--- src/core/dws_defines.vh ---
// Constants shared by the DDR2 write-interrupt and self-refresh command controller.
`ifndef DWS_DEFINES_VH
`define DWS_DEFINES_VH

// Controller clock period in picoseconds (50 MHz).
`define DWS_CLK_PERIOD_PS 20000

// Analog times in nanoseconds; least times round up to whole clocks.
`define DWS_TRP_NS 15
`define DWS_TRAS_NS 40
`define DWS_TWTR_NS 10
`define DWS_TRFC_NS 105
`define DWS_TXSNR_NS (`DWS_TRFC_NS + 10)
`define DWS_CK_UP(ns) (((ns) * 1000 + `DWS_CLK_PERIOD_PS - 1) / `DWS_CLK_PERIOD_PS)
`define DWS_TRP_CK `DWS_CK_UP(`DWS_TRP_NS)
`define DWS_TRAS_CK `DWS_CK_UP(`DWS_TRAS_NS)
`define DWS_TWTR_CK `DWS_CK_UP(`DWS_TWTR_NS)
`define DWS_TRFC_CK `DWS_CK_UP(`DWS_TRFC_NS)
`define DWS_TXSNR_CK `DWS_CK_UP(`DWS_TXSNR_NS)

// Times given in clocks.
`define DWS_TXSRD_CK 200
`define DWS_TAOFD_CK 3
`define DWS_INTR_GAP 5'h02
`define DWS_HALF_BL4 5'h02
`define DWS_HALF_BL8 5'h04

// Request codes on req_cmd.
`define DWS_REQ_NOP 3'h0
`define DWS_REQ_ACT 3'h1
`define DWS_REQ_RD 3'h2
`define DWS_REQ_WR 3'h3
`define DWS_REQ_PRE 3'h4
`define DWS_REQ_REF 3'h5
`define DWS_REQ_SRE 3'h6
`define DWS_REQ_SRX 3'h7

// Pin codes as {ras_n, cas_n, we_n}.
`define DWS_PIN_NOP 3'h7
`define DWS_PIN_ACT 3'h3
`define DWS_PIN_RD 3'h5
`define DWS_PIN_WR 3'h4
`define DWS_PIN_PRE 3'h2
`define DWS_PIN_REF 3'h1

// Address bit that carries auto precharge and precharge-all.
`define DWS_AP_BIT 10
`define DWS_NBANK 4
`define DWS_TMR_W 8
`define DWS_AGE_MAX 5'h1F

`endif

--- src/core/dws_ctrl.v ---
// DDR2 command controller: write burst interrupt, burst spacing and self refresh.
`timescale 1ns/10ps
`default_nettype none
`include "dws_defines.vh"

module dws_ctrl (
    input wire clk,
    input wire reset_n,
    input wire ce,
    input wire cfg_bl8,
    input wire [2:0] cfg_wl,
    input wire [2:0] cfg_twr,
    input wire odt_req,
    input wire req_valid,
    output wire req_ready,
    input wire [2:0] req_cmd,
    input wire [1:0] req_bank,
    input wire [12:0] req_row,
    input wire [9:0] req_col,
    input wire req_ap,
    input wire req_intr,
    output wire self_refresh,
    output wire ddr_cke,
    output wire ddr_cs_n,
    output wire ddr_ras_n,
    output wire ddr_cas_n,
    output wire ddr_we_n,
    output wire [1:0] ddr_ba,
    output wire [12:0] ddr_addr,
    output wire ddr_odt
);
    localparam [2:0] ST_RUN = 3'h1;
    localparam [2:0] ST_AOFF = 3'h2;
    localparam [2:0] ST_SELF = 3'h4;
    localparam [31:0] K_RAS = `DWS_TRAS_CK - 1, K_RP = `DWS_TRP_CK - 1, K_WTR = `DWS_TWTR_CK;
    localparam [31:0] K_RFC = `DWS_TRFC_CK - 1, K_XSNR = `DWS_TXSNR_CK - 1;
    localparam [31:0] K_XSRD = `DWS_TXSRD_CK - 1, K_AOFD = `DWS_TAOFD_CK;
    reg [2:0] state_q;
    reg [2:0] state_d;
    reg [4:0] wr_age_q;
    reg wr_ap_q;
    reg wr_bl8_q;
    reg [`DWS_NBANK-1:0] bank_open_q;
    reg [`DWS_TMR_W-1:0] gwait_q;
    reg [`DWS_TMR_W-1:0] xsrd_q;
    reg cke_q;
    reg cs_n_q;
    reg [2:0] pins_q;
    reg [1:0] ba_q;
    reg [12:0] addr_q;
    reg odt_q;

    reg ok;
    reg ready_c;
    reg [4:0] bl_half;
    reg [4:0] wr_end;
    reg [4:0] wr_pre;
    reg [4:0] rd_after_wr;
    reg burst_done;
    reg intr_ok;
    reg [`DWS_TMR_W-1:0] bank_val;
    reg [2:0] pins_d;
    reg [12:0] addr_d;

    wire [`DWS_NBANK-1:0] bank_done;
    wire [`DWS_NBANK-1:0] bank_load;
    wire issue;
    wire gwait_done;
    wire xsrd_done;
    wire all_idle;
    wire bank_is_open;
    wire bank_is_done;

    assign issue = req_valid && ready_c;
    assign req_ready = ready_c;
    assign gwait_done = (gwait_q == {`DWS_TMR_W{1'b0}});
    assign xsrd_done = (xsrd_q == {`DWS_TMR_W{1'b0}});
    assign all_idle = (bank_open_q == {`DWS_NBANK{1'b0}}) && (&bank_done);
    assign bank_is_open = bank_open_q[req_bank];
    assign bank_is_done = bank_done[req_bank];

    // Command spacing derived from the programmed burst length, write latency and write recovery.
    always @* begin
        bl_half = cfg_bl8 ? `DWS_HALF_BL8 : `DWS_HALF_BL4;
        wr_end = {2'h0, cfg_wl} + bl_half;
        wr_pre = wr_end + {2'h0, cfg_twr};
        rd_after_wr = wr_end + K_WTR[4:0];
        burst_done = (wr_age_q >= bl_half);
        intr_ok = req_intr && cfg_bl8 && wr_bl8_q
            && !wr_ap_q
            && (wr_age_q == `DWS_INTR_GAP);
    end

    // Legality of the offered request in the current state.
    always @* begin
        ok = 1'b0;
        case (req_cmd)
            `DWS_REQ_ACT: begin
                ok = !bank_is_open && bank_is_done;
            end
            `DWS_REQ_RD: begin
                // A read never cuts a write burst short.
                ok = bank_is_open && burst_done && (wr_age_q >= rd_after_wr)
                    && xsrd_done;
            end
            `DWS_REQ_WR: begin
                // The cutting write may go to any open bank, with or without auto precharge.
                ok = bank_is_open && (burst_done || intr_ok);
            end
            `DWS_REQ_PRE: begin
                if (req_ap) begin
                    ok = burst_done && (&bank_done);
                end else begin
                    ok = burst_done && bank_is_done;
                end
            end
            `DWS_REQ_REF: begin
                ok = all_idle;
            end
            `DWS_REQ_SRE: begin
                ok = all_idle;
            end
            default: begin
                ok = 1'b1;
            end
        endcase
        ready_c = 1'b0;
        case (state_q)
            ST_RUN: begin
                ready_c = ce && gwait_done && ok;
            end
            ST_SELF: begin
                // Only the exit request is taken; refresh waits until after exit.
                ready_c = ce && (req_cmd == `DWS_REQ_SRX);
            end
            default: begin
                ready_c = 1'b0;
            end
        endcase
    end

    // Pin code and address of the command that goes out next.
    always @* begin
        pins_d = `DWS_PIN_NOP;
        addr_d = 13'h0000;
        case (req_cmd)
            `DWS_REQ_ACT: begin
                pins_d = `DWS_PIN_ACT;
                addr_d = req_row;
            end
            `DWS_REQ_RD: begin
                pins_d = `DWS_PIN_RD;
                addr_d = {2'h0, req_ap, req_col};
            end
            `DWS_REQ_WR: begin
                pins_d = `DWS_PIN_WR;
                addr_d = {2'h0, req_ap, req_col};
            end
            `DWS_REQ_PRE: begin
                pins_d = `DWS_PIN_PRE;
                addr_d[`DWS_AP_BIT] = req_ap;
            end
            `DWS_REQ_REF: begin
                pins_d = `DWS_PIN_REF;
            end
            default: begin
                pins_d = `DWS_PIN_NOP;
            end
        endcase
    end

    // Earliest precharge or activate of a bank after the command issued now.
    always @* begin
        bank_val = {`DWS_TMR_W{1'b0}};
        case (req_cmd)
            `DWS_REQ_ACT: begin
                bank_val = K_RAS[`DWS_TMR_W-1:0];
            end
            `DWS_REQ_RD: begin
                bank_val = {3'h0, bl_half - 5'h01};
            end
            `DWS_REQ_WR: begin
                // Recovery counts from where the full burst would end.
                if (req_ap) begin
                    bank_val = {3'h0, wr_pre} + K_RP[`DWS_TMR_W-1:0];
                end else begin
                    bank_val = {3'h0, wr_pre - 5'h01};
                end
            end
            `DWS_REQ_PRE: begin
                bank_val = K_RP[`DWS_TMR_W-1:0];
            end
            default: begin
                bank_val = {`DWS_TMR_W{1'b0}};
            end
        endcase
    end

    genvar gi;
    generate
        for (gi = 0; gi < `DWS_NBANK; gi = gi + 1) begin : g_bank
            assign bank_load[gi] = issue && (state_q == ST_RUN)
                && ((req_bank == gi) || ((req_cmd == `DWS_REQ_PRE) && req_ap));
            dws_gap_timer u_tmr (
                .clk(clk),
                .reset_n(reset_n),
                .ce(ce),
                .load(bank_load[gi]),
                .value(bank_val),
                .done(bank_done[gi])
            );
            always @(posedge clk or negedge reset_n) begin
                if (!reset_n) begin
                    bank_open_q[gi] <= 1'b0;
                end else if (ce && bank_load[gi]) begin
                    if (req_cmd == `DWS_REQ_ACT) begin
                        bank_open_q[gi] <= 1'b1;
                    end else if ((req_cmd == `DWS_REQ_PRE)
                        || ((req_cmd == `DWS_REQ_WR || req_cmd == `DWS_REQ_RD) && req_ap)) begin
                        bank_open_q[gi] <= 1'b0;
                    end
                end
            end
        end
    endgenerate

    always @* begin
        state_d = state_q;
        case (state_q)
            ST_RUN: begin
                if (issue && (req_cmd == `DWS_REQ_SRE)) begin
                    state_d = ST_AOFF;
                end
            end
            ST_AOFF: begin
                if (gwait_done) begin
                    state_d = ST_SELF;
                end
            end
            ST_SELF: begin
                if (issue) begin
                    state_d = ST_RUN;
                end
            end
            default: begin
                state_d = ST_RUN;
            end
        endcase
    end

    always @(posedge clk or negedge reset_n) begin
        if (!reset_n) begin
            state_q <= ST_RUN;
            wr_age_q <= `DWS_AGE_MAX;
            wr_ap_q <= 1'b0;
            wr_bl8_q <= 1'b0;
            gwait_q <= {`DWS_TMR_W{1'b0}};
            xsrd_q <= {`DWS_TMR_W{1'b0}};
            cke_q <= 1'b0;
            cs_n_q <= 1'b1;
            pins_q <= `DWS_PIN_NOP;
            ba_q <= 2'h0;
            addr_q <= 13'h0000;
            odt_q <= 1'b0;
        end else if (ce) begin
            state_q <= state_d;
            cs_n_q <= 1'b1;
            pins_q <= `DWS_PIN_NOP;
            if (wr_age_q != `DWS_AGE_MAX) begin
                wr_age_q <= wr_age_q + 5'h01;
            end
            if (!gwait_done) begin
                gwait_q <= gwait_q - 1'b1;
            end
            if (!xsrd_done) begin
                xsrd_q <= xsrd_q - 1'b1;
            end
            // Termination stays off around self refresh until the read exit delay ends.
            odt_q <= odt_req && (state_d == ST_RUN) && (state_q == ST_RUN) && xsrd_done;
            if (state_q == ST_RUN) begin
                cke_q <= 1'b1;
                if (issue && (req_cmd == `DWS_REQ_SRE)) begin
                    gwait_q <= K_AOFD[`DWS_TMR_W-1:0];
                end else if (issue && (req_cmd != `DWS_REQ_NOP) && (req_cmd != `DWS_REQ_SRX)) begin
                    cs_n_q <= 1'b0;
                    pins_q <= pins_d;
                    ba_q <= req_bank;
                    addr_q <= addr_d;
                    if (req_cmd == `DWS_REQ_WR) begin
                        wr_age_q <= 5'h01;
                        wr_ap_q <= req_ap;
                        wr_bl8_q <= cfg_bl8;
                    end
                    if (req_cmd == `DWS_REQ_REF) begin
                        gwait_q <= K_RFC[`DWS_TMR_W-1:0];
                    end
                end
            end else if (state_q == ST_AOFF) begin
                if (gwait_done) begin
                    // Entry: refresh code with clock enable dropping, all banks idle.
                    cke_q <= 1'b0;
                    cs_n_q <= 1'b0;
                    pins_q <= `DWS_PIN_REF;
                end
            end else if (state_q == ST_SELF) begin
                cke_q <= issue;
                if (issue) begin
                    gwait_q <= K_XSNR[`DWS_TMR_W-1:0];
                    xsrd_q <= K_XSRD[`DWS_TMR_W-1:0];
                end
            end
        end
    end

    assign self_refresh = (state_q == ST_SELF);
    assign ddr_cke = cke_q;
    assign ddr_cs_n = cs_n_q;
    assign ddr_ras_n = pins_q[2];
    assign ddr_cas_n = pins_q[1];
    assign ddr_we_n = pins_q[0];
    assign ddr_ba = ba_q;
    assign ddr_addr = addr_q;
    assign ddr_odt = odt_q;
endmodule
`default_nettype wire

--- src/core/dws_gap_timer.v ---
// Per-bank down counter that only ever extends its remaining wait.
`timescale 1ns/10ps
`default_nettype none
`include "dws_defines.vh"

module dws_gap_timer (
    input wire clk,
    input wire reset_n,
    input wire ce,
    input wire load,
    input wire [`DWS_TMR_W-1:0] value,
    output wire done
);
    reg [`DWS_TMR_W-1:0] cnt_q;
    wire [`DWS_TMR_W-1:0] cnt_dec;

    assign cnt_dec = (cnt_q != {`DWS_TMR_W{1'b0}}) ? cnt_q - 1'b1 : cnt_q;
    assign done = (cnt_q == {`DWS_TMR_W{1'b0}});

    // A shorter new wait never cuts an older, longer one.
    always @(posedge clk or negedge reset_n) begin
        if (!reset_n) begin
            cnt_q <= {`DWS_TMR_W{1'b0}};
        end else if (ce) begin
            if (load && (value > cnt_dec)) begin
                cnt_q <= value;
            end else begin
                cnt_q <= cnt_dec;
            end
        end
    end
endmodule
`default_nettype wire

--- config.mk ---
export PLATFORM = sky130hd
export DESIGN_NAME = dws_ctrl
export DESIGN_NICKNAME = d
export VERILOG_FILES = /design/src/core/dws_ctrl.v /design/src/core/dws_gap_timer.v
export VERILOG_INCLUDE_DIRS = /design/src /design/src/core
export SDC_FILE = /design/constraint.sdc
export NUM_CORES = 1
export LEC_CHECK = 0
export BUFFER_PORTS_ARGS = -buffer_cell sky130_fd_sc_hd__buf_2
export CORE_MARGIN = 2
export CORE_UTILIZATION = 40
export CTS_CLUSTER_DIAMETER = 120
export CTS_CLUSTER_SIZE = 16
export DETAILED_ROUTE_END_ITERATION = 10
export SLEW_MARGIN = 10
export SYNTH_ARGS = -nofsm -noshare
export SYNTH_HDL_FRONTEND = slang
export SYNTH_SLANG_ARGS = --single-unit
--- constraint.sdc ---
create_clock -name clk -period 8.59 [get_ports clk]
set_input_delay 0.859 -clock clk [delete_from_list [all_inputs] [get_ports clk]]
set_output_delay 0.859 -clock clk [all_outputs]
set_load 0.05 [all_outputs]
Word-level counts from Yosys, hierarchy flattened:

Index checks and enable logic that the tools add are counted.

* bitwise logic cells: 1
* reduce and logical (&&, ||, !) cells: 72
* add/subtract/negate cells: 12
* $lt $le $gt $ge: 7
* equal/unequal tests: 18
* multiplexer cells: 60

Operators by type and width (number)
* two-way mux 8 bit: 21
* zero test 8 bit: 6
* subtractor 8 x 1 -> 8 bit (second input constant): 6
* logical AND 1 bit: 37
* > comparator 5 x 8 -> 1 bit: 4
* nonzero test 8 bit: 4
* two-way mux 5 bit: 6
* two-way mux 3 bit: 9
* one-hot mux 10 bit (2 select lines): 1
* equality test 3 bit (second input constant): 5
* one-hot mux 3 bit (5 select lines): 1
* one-hot mux 5 bit (3 select lines): 1
* two-way mux 1 bit: 14
* equality test 3 x 1 -> 1 bit (second input constant): 3
* equality test 3 x 2 -> 1 bit (second input constant): 3
* one-hot mux 3 bit (3 select lines): 1
* AND reduction 2 bit: 4
* AND reduction 4 bit: 2
* logical OR 1 bit: 7
* inequality test 3 bit (second input constant): 2
* nonzero test 3 bit: 2
* adder 4 x 1 -> 5 bit (second input constant): 1
* adder 4 x 3 -> 5 bit: 1
* adder 5 x 1 -> 5 bit (second input constant): 1
* 23 further kinds: 28

* output and inout port bits: 23
* register bits after elaboration: 83

Logic depth before layout (Yosys ltp):

* depth after elaboration: 17
* depth in mapped cells: 18
* mapped depth without buffers: 18

Cells and area by module:

A second synthesis with hierarchy kept.

* cell total of the unflattened synthesis: 830
* area, all modules: 7003.0 µm²

Modules (own cells, without submodules)
* dws_ctrl: area an instance 3404.5 µm², sequential area each 1288.7 µm², cells each 394, instances 1
* dws_gap_timer (g_bank[0].u_tmr ...): area an instance 900.9 µm², sequential area each 200.2 µm², cells each 109, instances 3
* dws_gap_timer (g_bank[3].u_tmr): area an instance 895.9 µm², sequential area each 200.2 µm², cells each 109, instances 1

Worst setup path after synthesis:

No wires, ideal clock.

* kind: input -> register
* from: input port cfg_bl8
* to: register g_bank[2].u_tmr.cnt_q[4]
* data arrival time: 4.329 ns
* required time: 8.465 ns
* stages on the path: 16
* setup time: 0.125 ns
* slack: 4.136 ns
* buffers on the path: 0
* cells stage by stage: inv_1 -> ha_1 -> fa_1 -> ha_1 -> xor2_1 -> nand3_1 -> xor2_1 -> nor2_1 -> ha_1 -> and3_1 -> a311oi_1 -> nand4_1 -> a21oi_1 -> nand4_4 -> mux2i_1 -> mux2_2

* word-level cells in the longest chain between the ends: 14
* elaborated cells on any way between the ends: 31

RTL lines
* from (decl): RTL line dws_ctrl.v:10 `input wire cfg_bl8,`
* parallel branches: the longest is 13 deep, another holds > comparator 5 x 8 -> 1 bit
* two-way mux 8 bit (*): RTL line dws_gap_timer.v:25 `if (load && (value > cnt_dec)) begin`
* to (signal assigned): RTL line dws_gap_timer.v:23 `` cnt_q <= {`DWS_TMR_W{1'b0}}; ``
* to (signal assigned): RTL line dws_gap_timer.v:26 `cnt_q <= value;`
* to (signal assigned): RTL line dws_gap_timer.v:28 `cnt_q <= cnt_dec;`
* to (decl): RTL line dws_gap_timer.v:14 `` reg [`DWS_TMR_W-1:0] cnt_q; ``

Every way passes the cells marked *.
A chain may end at the register's enable or synchronous reset.

Worst setup path after layout:

Same ends and word-level chain as after synthesis.

==> reports/metrics.csv <==
stage,metric,value,unit
clocking,clk_pin_slew,70,ps
status,outcome,finished clean,
critical_path,cpPeakStageDelay,570,ps
placement,place_ws,3310,ps
global_routing,grt_pass1_wl,26.3,mm
clocking,cts_root_buf,clkbuf_16,
power,swShare,0.416,
critical_path,required,8830,ps
finish,drive_gt1_frac,0.161,
clocking,clock_sinks,83,
logic_synthesis,synthArstFlopShare,1.00,
global_routing,grt_usage,0.199,
power,intPower,1080,uW
critical_path,crit_end,g_bank[2].u_tmr.cnt_q[4]$_DFFE_PN0P_,
logic_synthesis,synth-seq-cells,83,
clocking,clk_latency,350,ps
logic_synthesis,yosys_warnings,0,
timing,worst_pin_slew,1110,ps
global_routing,grt_max_degree,84,
clocking,cts_tree,done,
route,drtIter0Drc,372,
logic_synthesis,synth_edf_count,0,
critical_path,worst-r2r-setup-slack,4630,ps
floorplanning,initial_utilization,0.409,
clocking,clock_path_buffers,2,
floorplanning,ios,65,
power,clkPwrFrac,0.223,
clocking,h-tree-depth,3,
critical_path,path_cells,"buf_2, inv_1, ha_1, fa_1, ha_1, xor2_1, nand3_1, xor2_1, nor2_1, ha_1, and3_1, a311oi_1, nand4_1, a21oi_1, nand4_4, mux2i_1, mux2_2",
critical_path,cp-start-kind,primary input,
job,cap_violations,0,
min_path,hp-class,reg -> reg,
timing,slew_violations,0,
floorplanning,die_h,129,um
critical_path,critPathSlowestCell,nor2_1,
logic_synthesis,ys_seq_area_frac,0.336,
logic_synthesis,postSynthAreaPerCell,8.66,sq um
timing,clock_skew,8.05,ps
critical_path,cp-startpoint,cfg_bl8,
critical_path,r2r-end,g_bank[1].u_tmr.cnt_q[4]$_DFFE_PN0P_,
global_routing,grt_overflow_total,0,
clocking,cts_setup_buffers,0,
route,first_pass_iters,5,
finish,syn2layout_area_growth,12.1,%
power,seqPwrFrac,0.368,
placement,port-buffer-count,64,
floorplanning,core-area,15200,sq um
power,combPwrFrac,0.409,
global_routing,first_global_vias,5377,
finish,diodes,0,
critical_path,arrival,5160,ps
placement,dp_hpwl,11.4,mm
critical_path,rr_startpoint,g_bank[1].u_tmr.cnt_q[0]$_DFFE_PN0P_,
floorplanning,die_area,16600,sq um
clocking,cts_buffers,9,
timing,fmax,0.203,GHz
logic_synthesis,syn-cell-area,6220,sq um
power,leakage,0.00334,uW
clocking,cts_resized,0,
route,postRouteAntennaNets,0,
floorplanning,rows,45,
placement,gp_congestion,0.899,
route,wirelength,15.7,mm
finish,fillers,1472,
global_routing,antenna_found_initial,0,
critical_path,end_kind,flip-flop,
timing,fin_crit_sh,0.573,
power,powerDensity,266,nW/um^2
logic_synthesis,synth_fp_nets,807,
logic_synthesis,ys.flop_type,dfrtp_1,
critical_path,path_max_fanout,8,
critical_path,critPathMostFrequentCell,ha_1,
critical_path,crit_type,in -> reg,
route,drc_errors,0,
route,vias_per_cell,5.66,
power,power,1850,uW
timing,setup-tns-final,0,ps
finish,final_common_cell,dfrtp_1,
floorplanning,die_w,129,um
clocking,hold_buffers,0,
timing,setup_viol,0,
logic_synthesis,ys_types,72,
timing,maxSlewHeadroom,0.263,
power,p_switching,769,uW
route,vias,5432,
finish,final_nets,855,
timing,period_needed,4920,ps
route,routedWlPerCell,16.3,um
timing,setup_slack,3670,ps
power,peakVddDrop,0.115,mV
finish,final_cell_mix,"dfrtp_1 (73), nand2_1 (68), buf_2 (63)",
logic_synthesis,synth_cells,718,
timing,rsz0062_at_grt,false,
critical_path,r2r.worst_path.cells,15,
timing,hold_violations,0,
==> cell families (layout without fill, tap and decap cells) <==
logic type               count (synthesis)  after routing  synth area share
multiplexers                            41             41            0.0726
adder cells (fa/ha/maj)                 47             47            0.0970
AO/OA/AOI/OAI                          181            181             0.180
XOR/XNOR                                23             23            0.0324
flip-flops                              83             83             0.336
AND/OR/NAND/NOR                        267            267             0.232
buffers and inverters                   76            129            0.0499
==> power by group through the flow <==
stage | clock network, uW | logic [uW] | registers [uW]
after floorplan | 0 | 557 | 684
after global placement | 0 | 728 | 680
after detailed placement | 0 | 756 | 685
after CTS | 422 | 759 | 680
after global routing | 438 | 864 | 709
final | 412 | 757 | 682
==> routing by layer <==
layer,share of wire,up-vias,global-route usage,wire (um)
met5,0,-,0,0
met4,0.025,0,0.0876,394
met3,0.044,29,0.0295,694
met2,0.48,137,0.342,7570
met1,0.45,2598,0.247,6990
li1,-,2668,-,-
==> through the flow <==
step,hold WS [ps],util,std cells,area [sq um]
after floorplan,447,-,718,6220
after global placement,462,0.438,943,6660
after detailed placement,471,0.438,943,6660
after CTS,486,0.459,959,6970
after global routing,499,0.459,959,6970
final,481,0.459,959,6970
==> state kept, by name, summed over array words and instances, names as in the netlist <==
| register | flops |
|---|---|
| g_bank.u_tmr.cnt_q | 32 |
| ddr_addr | 13 |
| gwait_q | 8 |
| xsrd_q | 8 |
| wr_age_q | 5 |
| bank_open_q | 4 |
| pins_q | 3 |
| state_q | 3 |
| ddr_ba | 2 |
| ddr_cke | 1 |
| ddr_cs_n | 1 |
| ddr_odt | 1 |
| wr_ap_q | 1 |
| wr_bl8_q | 1 |
==> synth_stat cells (3+ instances only) <==
cell type | number | share of area
or3_1 | 4 | 0.0040
o21a_1 | 8 | 0.0097
a21oi_1 | 54 | 0.043
a22oi_1 | 10 | 0.012
and3_1 | 13 | 0.013
o21ai_0 | 33 | 0.027
a22o_1 | 3 | 0.0042
nand2b_1 | 9 | 0.0091
nor2b_1 | 15 | 0.015
inv_1 | 46 | 0.028
mux2_1 | 5 | 0.0091
dfrtp_1 | 73 | 0.29
a211oi_1 | 3 | 0.0036
nand4_4 | 4 | 0.014
nor4_1 | 6 | 0.0060
a21o_1 | 10 | 0.012
dfstp_2 | 10 | 0.042
nand2_1 | 68 | 0.041
xor2_1 | 10 | 0.014
nor2_1 | 62 | 0.037
mux2i_1 | 26 | 0.042
nand4_1 | 4 | 0.0040
a21boi_0 | 6 | 0.0072
o21ai_1 | 22 | 0.018
o31ai_1 | 3 | 0.0036
and2_1 | 11 | 0.011
nor3_1 | 29 | 0.023
nand3_1 | 21 | 0.017
clkbuf_1 | 19 | 0.011
a31oi_1 | 8 | 0.0080
mux2_2 | 8 | 0.014
ha_1 | 45 | 0.091
xnor2_1 | 13 | 0.018
o22a_1 | 3 | 0.0042
buf_2 | 4 | 0.0032
buf_1 | 4 | 0.0024
==> worst max-delay path, delay by kind of cell <==
| family | cells | cell delay (ps) |
|---|---|---|
| AO/OA/AOI/OAI | 2 | 520 |
| XOR/XNOR | 2 | 440 |
| adder cells (fa/ha/maj) | 4 | 1460 |
| buffers and inverters | 2 | 240 |
| multiplexers | 2 | 450 |
| AND/OR/NAND/NOR | 5 | 1190 |
==> cell type report <==
type                       instances  area, sq um  share of cell area
clock buffer                       9          225              0.0323
clock inverter                     7         83.8              0.0120
inverter                          47          176              0.0253
multi-input combinational        559         3820               0.548
sequential                        83         2090               0.300
tap                              188          235              0.0337
timing repair buffer              66          338              0.0485
==> how the worst min path moves through the flow <==
stage | from | end | slack, ps | cells past startpoint
5_1_grt | ddr_cs_n$_DFFE_PN1P_ | ddr_cs_n$_DFFE_PN1P_ | 500 | 2
6_report | wr_bl8_q$_DFFE_PN0P_ | wr_bl8_q$_DFFE_PN0P_ | 480 | 2
4_1_cts | ddr_addr[9]$_DFFE_PN0P_ | ddr_addr[9]$_DFFE_PN0P_ | 490 | 2
2_1_floorplan | wr_bl8_q$_DFFE_PN0P_ | wr_bl8_q$_DFFE_PN0P_ | 450 | 2
3_3_place_gp | ddr_addr[1]$_DFFE_PN0P_ | ddr_addr[1]$_DFFE_PN0P_ | 460 | 2
3_5_place_dp | ddr_ba[1]$_DFFE_PN0P_ | ddr_ba[1]$_DFFE_PN0P_ | 470 | 2
No activity file was read; power rests on OpenSTA's default activity.
